File: src/dea_pkg.sv
// package: register selects, field layout, timing and structs for the data nonvolatile access block
package dea_pkg;
	// register selects on the special function register port
	localparam logic [1:0] DEA_SEL_INDEX   = 2'h0;
	localparam logic [1:0] DEA_SEL_HOLDER  = 2'h1;
	localparam logic [1:0] DEA_SEL_CONTROL = 2'h2;
	// cycle control bit positions
	localparam int DEA_BIT_FETCH_START   = 0;
	localparam int DEA_BIT_FETCH_PERMIT  = 1;
	localparam int DEA_BIT_PROG_START    = 2;
	localparam int DEA_BIT_PROG_PERMIT   = 3;
	localparam logic [3:0] DEA_CTRL_RESET = 4'h0;
	// fetch cycle length in clocks, program time and clock rate
	localparam int DEA_FETCH_CYCLES      = 2;
	localparam int DEA_PROG_TIME_US      = 4000;
	localparam int DEA_CLK_MHZ           = 200;
	localparam int DEA_PROG_CYCLES       = DEA_PROG_TIME_US * DEA_CLK_MHZ;

	typedef enum logic [1:0] {
		DEA_IDLE  = 2'b00,
		DEA_FETCH = 2'b01,
		DEA_PROG  = 2'b11,
		DEA_DONE  = 2'b10
	} dea_state_e;

	// register port request
	typedef struct packed {
		logic       wr;
		logic [1:0] sel;
		logic [7:0] wdata;
	} dea_req_s;
endpackage : dea_pkg

File: src/dea_array.sv
// 64 by 8 storage array with registered read data
`timescale 1ns/1ps
module dea_array #(
	parameter int ADDR_W = 6
) (
	input  wire logic              i_sys_clk,
	input  wire logic              i_we,
	input  wire logic [ADDR_W-1:0] i_addr,
	input  wire logic [7:0]        i_wdata,
	output logic      [7:0]        o_rdata
);
	// the index register carries at most six address bits
	if (ADDR_W < 1 || ADDR_W > 6) begin : g_bad_addr
		$error("ADDR_W out of range");
	end

	logic [7:0] mem_q [2**ADDR_W];

	// write port and registered read port
	always_ff @(posedge i_sys_clk) begin
		if (i_we) begin
			mem_q[i_addr] <= i_wdata;
		end
		o_rdata <= mem_q[i_addr];
	end
endmodule : dea_array

File: src/dea_ctrl.sv
// register control and cycle sequencing for the data nonvolatile access block
// Function
// - the location index holds six bits selecting one of 64 bytes and bits 7 and 6 read as zero.
// - no program cycle happens unless the program permit bit is one.
// - writing one to the program start bit stores the byte holder at the indexed location.
// - hardware clears the program start bit when the program cycle completes.
// - setting program start without program permit already set has no effect.
// - no fetch cycle happens unless the fetch permit bit is one.
// - writing one to the fetch start bit reads the byte at the indexed location.
// - hardware clears the fetch start bit when the fetch cycle ends.
// - the byte holder is an eight-bit readable and writable register with no defined reset value.
// - the fetched byte stays in the byte holder until another read or write.
// - setting fetch start without fetch permit already set begins no fetch.
// - the end of a program cycle raises the done flag and the multi-function request flag.
`timescale 1ns/1ps
module dea_ctrl
	import dea_pkg::*;
#(
	parameter int PROG_CYCLES = DEA_PROG_CYCLES
) (
	input  wire logic             i_sys_clk,
	input  wire logic             i_rst,
	input  wire logic             i_req_valid,
	input  wire dea_pkg::dea_req_s i_req,
	input  wire logic             i_done_clear,
	output logic      [7:0]       o_rdata,
	output logic                  o_nv_done_flag,
	output logic                  o_mf_request,
	output logic                  o_busy
);
	import dea_pkg::*;

	// refuse program times the 24-bit counter cannot hold
	if (PROG_CYCLES < 1 || PROG_CYCLES > 2**24 - 1) begin : g_bad_prog
		$error("PROG_CYCLES out of range");
	end

	typedef struct packed {
		dea_state_e  state;
		logic [5:0]  nv_location_index;
		logic [7:0]  nv_byte_holder;
		logic [3:0]  nv_cycle_control;
		logic [23:0] cnt;
		logic        done;
		logic        mf;
		logic [7:0]  rdata;
		logic        busy;
	} dea_st_s;

	dea_st_s     st_q;
	dea_st_s     st_d;
	logic [7:0]  arr_rdata;
	logic        arr_we;

	// register read mux
	function automatic logic [7:0] rd_mux(input logic [1:0] sel, input dea_st_s s);
		unique case (sel)
			DEA_SEL_INDEX:   rd_mux = {2'h0, s.nv_location_index};
			DEA_SEL_HOLDER:  rd_mux = s.nv_byte_holder;
			DEA_SEL_CONTROL: rd_mux = {4'h0, s.nv_cycle_control};
			default:         rd_mux = 8'h00;
		endcase
	endfunction : rd_mux

	// next state
	always_comb begin
		logic idle;
		logic wr_ctrl;
		idle    = 1'b0;
		wr_ctrl = 1'b0;
		st_d    = st_q;
		arr_we  = 1'b0;
		idle    = (st_q.state == DEA_IDLE);
		wr_ctrl = i_req_valid && i_req.wr && (i_req.sel == DEA_SEL_CONTROL);
		// done flag cleared by software, set wins below
		if (i_done_clear) begin
			st_d.done = 1'b0;
		end
		st_d.mf = 1'b0;
		st_d.rdata = rd_mux(i_req.sel, st_q);
		// index and holder frozen while busy
		if (i_req_valid && i_req.wr && idle) begin
			if (i_req.sel == DEA_SEL_INDEX) begin
				st_d.nv_location_index = i_req.wdata[5:0];
			end
			if (i_req.sel == DEA_SEL_HOLDER) begin
				st_d.nv_byte_holder = i_req.wdata;
			end
		end
		// permit bits always writable
		if (wr_ctrl) begin
			st_d.nv_cycle_control[DEA_BIT_PROG_PERMIT]  = i_req.wdata[DEA_BIT_PROG_PERMIT];
			st_d.nv_cycle_control[DEA_BIT_FETCH_PERMIT] = i_req.wdata[DEA_BIT_FETCH_PERMIT];
		end
		unique case (st_q.state)
			DEA_IDLE: begin
				// program start needs permit already set
				if (wr_ctrl && i_req.wdata[DEA_BIT_PROG_START] && st_q.nv_cycle_control[DEA_BIT_PROG_PERMIT]) begin
					st_d.nv_cycle_control[DEA_BIT_PROG_START] = 1'b1;
					st_d.cnt   = 24'(PROG_CYCLES - 1);
					st_d.state = DEA_PROG;
				// fetch start needs permit already set
				end else if (wr_ctrl && i_req.wdata[DEA_BIT_FETCH_START]
					&& st_q.nv_cycle_control[DEA_BIT_FETCH_PERMIT]) begin
					st_d.nv_cycle_control[DEA_BIT_FETCH_START] = 1'b1;
					st_d.cnt   = 24'(DEA_FETCH_CYCLES - 1);
					st_d.state = DEA_FETCH;
				end
			end
			DEA_FETCH: begin
				if (st_q.cnt == 24'h000000) begin
					st_d.nv_byte_holder = arr_rdata;
					st_d.nv_cycle_control[DEA_BIT_FETCH_START] = 1'b0;
					st_d.state = DEA_IDLE;
				end else begin
					st_d.cnt = st_q.cnt - 24'h000001;
				end
			end
			DEA_PROG: begin
				if (st_q.cnt == 24'h000000) begin
					arr_we     = 1'b1;
					st_d.state = DEA_DONE;
				end else begin
					st_d.cnt = st_q.cnt - 24'h000001;
				end
			end
			DEA_DONE: begin
				st_d.nv_cycle_control[DEA_BIT_PROG_START] = 1'b0;
				st_d.done  = 1'b1;
				st_d.mf    = 1'b1;
				st_d.state = DEA_IDLE;
			end
		endcase
		// busy registered so the output comes from a flop
		st_d.busy = st_d.nv_cycle_control[DEA_BIT_FETCH_START] | st_d.nv_cycle_control[DEA_BIT_PROG_START];
	end

	// state register
	always_ff @(posedge i_sys_clk) begin
		if (i_rst) begin
			st_q.state             <= DEA_IDLE;
			st_q.nv_cycle_control  <= DEA_CTRL_RESET;
			st_q.cnt               <= 24'h000000;
			st_q.done              <= 1'b0;
			st_q.mf                <= 1'b0;
			st_q.rdata             <= 8'h00;
			st_q.busy              <= 1'b0;
			st_q.nv_location_index <= st_d.nv_location_index;
			st_q.nv_byte_holder    <= st_d.nv_byte_holder;
		end else begin
			st_q <= st_d;
		end
	end

	dea_array #(
		.ADDR_W(6)
	) u_array (
		.i_sys_clk(i_sys_clk),
		.i_we     (arr_we),
		.i_addr   (st_q.nv_location_index),
		.i_wdata  (st_q.nv_byte_holder),
		.o_rdata  (arr_rdata)
	);

	assign o_rdata        = st_q.rdata;
	assign o_nv_done_flag = st_q.done;
	assign o_mf_request   = st_q.mf;
	assign o_busy         = st_q.busy;

	a_prog_needs_permit: assert property (@(posedge i_sys_clk) disable iff (i_rst)
		(st_q.state == DEA_IDLE && i_req_valid && i_req.wr && i_req.sel == DEA_SEL_CONTROL
		 && i_req.wdata[DEA_BIT_PROG_START] && !st_q.nv_cycle_control[DEA_BIT_PROG_PERMIT])
		|=> !st_q.nv_cycle_control[DEA_BIT_PROG_START]) else $error("program started without permit");
	a_fetch_needs_permit: assert property (@(posedge i_sys_clk) disable iff (i_rst)
		(st_q.state == DEA_IDLE && i_req_valid && i_req.wr && i_req.sel == DEA_SEL_CONTROL
		 && i_req.wdata[DEA_BIT_FETCH_START] && !i_req.wdata[DEA_BIT_PROG_START]
		 && !st_q.nv_cycle_control[DEA_BIT_FETCH_PERMIT])
		|=> !st_q.nv_cycle_control[DEA_BIT_FETCH_START]) else $error("fetch started without permit");
	a_fetch_clears: assert property (@(posedge i_sys_clk) disable iff (i_rst)
		$rose(st_q.nv_cycle_control[DEA_BIT_FETCH_START]) |-> ##2 $fell(st_q.nv_cycle_control[DEA_BIT_FETCH_START]))
		else $error("fetch start not cleared on time");
	a_fetch_loads: assert property (@(posedge i_sys_clk) disable iff (i_rst)
		$fell(st_q.nv_cycle_control[DEA_BIT_FETCH_START]) |-> st_q.nv_byte_holder == $past(arr_rdata))
		else $error("fetched byte not in holder");
	a_done_on_end: assert property (@(posedge i_sys_clk) disable iff (i_rst)
		$fell(st_q.nv_cycle_control[DEA_BIT_PROG_START]) |-> st_q.done && st_q.mf)
		else $error("done flag missing at program end");
	a_done_sticky: assert property (@(posedge i_sys_clk) disable iff (i_rst)
		o_nv_done_flag && !i_done_clear |=> o_nv_done_flag) else $error("done flag dropped");
	a_mf_single: assert property (@(posedge i_sys_clk) disable iff (i_rst)
		o_mf_request |=> !o_mf_request) else $error("request longer than one cycle");
	// program start clears the cycle after the done state
	a_prog_clears: assert property (@(posedge i_sys_clk) disable iff (i_rst)
		arr_we |-> ##2 $fell(st_q.nv_cycle_control[DEA_BIT_PROG_START])) else $error("program start not cleared");
	a_holder_frozen: assert property (@(posedge i_sys_clk) disable iff (i_rst)
		(st_q.state == DEA_PROG || st_q.state == DEA_DONE) |=> $stable(st_q.nv_byte_holder))
		else $error("holder moved in program");
	a_index_frozen: assert property (@(posedge i_sys_clk) disable iff (i_rst)
		o_busy && st_q.state != DEA_IDLE |=> $stable(st_q.nv_location_index)) else $error("index moved in cycle");
	a_index_upper: assert property (@(posedge i_sys_clk) disable iff (i_rst)
		(i_req.sel == DEA_SEL_INDEX) |=> o_rdata[7:6] == 2'h0) else $error("index upper bits not zero");
	// write happens only when program was armed
	a_write_armed: assert property (@(posedge i_sys_clk) disable iff (i_rst)
		arr_we |-> st_q.nv_cycle_control[DEA_BIT_PROG_START] && st_q.state == DEA_PROG) else $error("stray write");
	a_reset_ctrl: assert property (@(posedge i_sys_clk) $fell(i_rst) |-> st_q.nv_cycle_control == 4'h0)
		else $error("control not cleared by reset");

	c_fetch: cover property (@(posedge i_sys_clk) disable iff (i_rst) $fell(st_q.nv_cycle_control[DEA_BIT_FETCH_START]));
	c_prog: cover property (@(posedge i_sys_clk) disable iff (i_rst) arr_we);
	c_done_clear: cover property (@(posedge i_sys_clk) disable iff (i_rst) st_q.done && i_done_clear);
endmodule : dea_ctrl

File: config.mk
export PLATFORM = sky130hd
export DESIGN_NAME = dea_ctrl
export DESIGN_NICKNAME = d
export VERILOG_FILES = /design/src/dea_pkg.sv /design/src/dea_array.sv /design/src/dea_ctrl.sv
export SDC_FILE = /design/constraint.sdc
export NUM_CORES = 1
export LEC_CHECK = 0
export ABC_AREA = 1
export CAP_MARGIN = 10
export CORE_MARGIN = 2
export CORE_UTILIZATION = 30
export DETAILED_ROUTE_END_ITERATION = 16
export DONT_BUFFER_PORTS = 1
export PLACE_DENSITY = 0.51
export SYNTH_ARGS = -nofsm -noshare
export SYNTH_HDL_FRONTEND = slang
export SYNTH_SLANG_ARGS = --single-unit
File: constraint.sdc
create_clock -name i_sys_clk -period 3.65 [get_ports i_sys_clk]
set_input_delay 0.73 -clock i_sys_clk [delete_from_list [all_inputs] [get_ports i_sys_clk]]
set_output_delay 0.73 -clock i_sys_clk [all_outputs]
set_load 0.005 [all_outputs]
==> results.toml <==
[timing]
hold_viol = 0
fin_crit_ns = 2.82
fin_crit_sh = 0.772
rsz0062_at_grt = "false"
skew_ns = 0.0184
fmax_mhz = 355
setup_tns_ns = 0
maxSlewViolCount = 0
setup_violations = 0
whs_ns = 0.167
worstMarginPinSlew_ns = 1.12
relSlewSlack = 0.250

[floorplan]
die_area_um2 = 82500
coreArea_um2 = 79300
io_pins = 26
start_util = 0.304
die_h_um = 287
rows = 103
die_w_um = 287

[min_path]
min_to = "o_nv_done_flag"
worstHoldStart = "i_rst"
hold_depth = 1
worstHoldPathType = "input pin to flop"

[worst_setup_path]
crit-reg2reg-launch = "st_q[11]"
reg2reg_to = "u_array.mem_q[51][0]"
slowest_stage = "nor2_1"
worstPathRequired_ns = 3.89
critPathLaunchType = "flop"
critPathTopFamily = "simple AND/OR/NAND/NOR gates"
cpMostUsedCell = "nor2_8"
arrival_ns = 3.06
end_kind = "flop"
reg2regPathDepth = 10
cp.depth = 10
regToRegSetupSlack_ns = 0.83
crit_start = "st_q[11]"
slowest_delay_ns = 0.65
crit_buf_inv = 2
path_max_fanout = 8
crit_chain = "inv_1 > ha_1 > nand2_2 > nor2_8 > nand3_2 > inv_2 > nand3_4 > nor2_8 > nand2_4 > nor2_1"
crit_type = "flop to flop"

[grt]
grt.total_usage = 0.158
grt_pass1_vias = 16000
grt_max_degree = 154
grt_pass1_wl_um = 99000
antenna_found_initial = 0
grt_overflow_total = 0

[detailed_routing]
dr.pass1.iters = 5
viasPerCell = 4.76
vias = 16100
drc = 0
wl_per_cell_um = 19.4
dr.first_iter.drc_count = 1391
routed_wl_um = 65700
antenna_left = 0

[yosys]
synth_edf_count = 518
seq_area_frac_synth = 0.694
syn_area_per_cell_um2 = 10.5
synth_top_area_share = 0.646
yosys-top-cells-area = "edfxtp_1 65%, nand2_1 15%, dfxtp_1 4.7%"
syn_inst = 2296
synth_seq_cells = 575
yosys.area.top_type = "edfxtp_1"
postSynth.asyncResetShare = 0
yosysWarnings = 0
synth.distinct_cells = 34
synth_fp_nets = 2312
synth_area_um2 = 24100
synth_ff_type = "edfxtp_1"

[place]
io_buffers = 0
dp_hpwl_um = 39700
dp_cells = 3269
placed_area_um2 = 25200
gp_congestion = 0.827

[clocking]
cts_setup_buffers = 0
htreeDepth = 2
cts.repair.resized = 0
cts_sinks = 575
cts_buffer_depth = 3
ctsHoldBuffers = 0
cts-root-buf = "clkbuf_16"
clock_latency_ns = 0.63
clk_pin_slew_ns = 0.06
cts_tree = "yes"
cts_buffers = 60

[power_and_ir_drop]
p_per_area_nw_per_um2 = 537
ir_drop_mv = 0.413
p_leak_nw = 10.2
combPwrFrac = 0.049
switchingPower_mw = 3.37
p_seq_frac = 0.538
p_clk_frac = 0.413
total_power_mw = 14.6
internal_power_mw = 11.2
switching_share = 0.231

[finish]
final_cells = 3382
drive_above_1_share = 0.0832
syn_to_final_growth_pct = 13.0
num_antenna_cells = 0
finalNetCount = 2297
design_area_um2 = 27200

[run_status]
status = "finished clean"

[run]
maxCapViolations = 0
-- synthesized netlist by cell type (2+ instances only) --
master / n
nand3_1: 23
buf_1: 10
clkbuf_1: 40
mux2i_1: 6
nor3_2: 7
nor2_1: 156
a21oi_1: 225
nand2_2: 5
nand3_2: 2
xnor2_1: 2
nand2_1: 954
buf_4: 14
o21ai_0: 115
nand4_1: 2
nor2_2: 8
buf_2: 59
dfxtp_1: 57
inv_2: 5
xor2_1: 2
nor2_8: 2
nor3_1: 18
nand2_4: 8
inv_1: 48
edfxtp_1: 518
-- cell usage in the layout, fill, tap and decap left out, drive strengths merged --
cell type  instances
nand2            967
edfxtp           518
a21oi            225
nor2             167
o21ai            115
clkbuf            78
dfxtp             57
inv               55
buf               46
nand3             26
nor3              26
clkinv            25
mux2i              6
bufinv             5
clkinvlp           3
nand4              2
xnor2              2
xor2               2
mux2               1
and2               1
nand3b             1
or2                1
o21a               1
o22ai              1
ha                 1
-- layout make-up --
| cell class | instances | area (um^2) |
|---|---|---|
| inverter | 53 | 209 |
| clock buffer | 78 | 1640 |
| timing repair buffer | 46 | 433 |
| sequential | 575 | 16700 |
| multi-input combinational | 1545 | 6590 |
| clock inverter | 35 | 310 |
| tap | 1050 | 1310 |
| fill | 7962 | 52100 |
-- power by group through the flow --
stage / Clock, mW / Combinational, mW / Sequential [mW]
after floorplan: 0 / 0.197 / 7.95
after global placement: 0 / 0.719 / 8.00
after detailed placement: 0 / 0.721 / 8.00
after CTS: 6.16 / 0.723 / 7.86
after global routing: 6.41 / 0.772 / 7.86
final: 6.03 / 0.709 / 7.85
-- logic make-up after synthesis --
logic type                 Yosys count  share of synthesized area
and+or+nand+nor                   1191                      0.197
DFF                                575                      0.694
AOI/OAI and AO/OA                  342                     0.0713
buffers and inverters              176                     0.0327
muxes                                7                    0.00296
xor gates and xnor gates             4                    0.00146
adders and majority gates            1                   0.000520
-- flip-flops by register name, indices dropped and copies added, names as in the netlist --
name,flops
u_array.mem_q,512
st_q,44
o_nv_done_flag,1
u_array.o_rdata,8
o_busy,1
o_mf_request,1
o_rdata,8
-- layer usage --
| layer | vias up | track usage | routed length (um) |
|---|---|---|---|
| li1 | 7705 | - | - |
| met2 | 445 | 0.256 | 30800 |
| met4 | 0 | 0.0402 | 1450 |
| met5 | - | 0 | 0 |
| met1 | 7867 | 0.217 | 29200 |
| met3 | 95 | 0.0293 | 4260 |
-- metrics by stage --
stage / setup WS [ns] / utilization
5_1_grt: 0.640 / 0.343
3_5_place_dp: 0.834 / 0.319
6_report: 0.832 / 0.343
3_3_place_gp: 0.881 / 0.319
4_1_cts: 0.803 / 0.343
2_1_floorplan: 1.42 / -
-- how the worst max path moves through the flow --
| stage | endpoint |
|---|---|
| final | u_array.mem_q[51][0] |
| after global routing | u_array.mem_q[44][6] |
| after CTS | u_array.mem_q[44][7] |
| after detailed placement | u_array.mem_q[44][4] |
| after global placement | u_array.mem_q[43][6] |
| after floorplan | u_array.mem_q[0][0] |
Note: power is estimated with default switching activity, not from simulation.
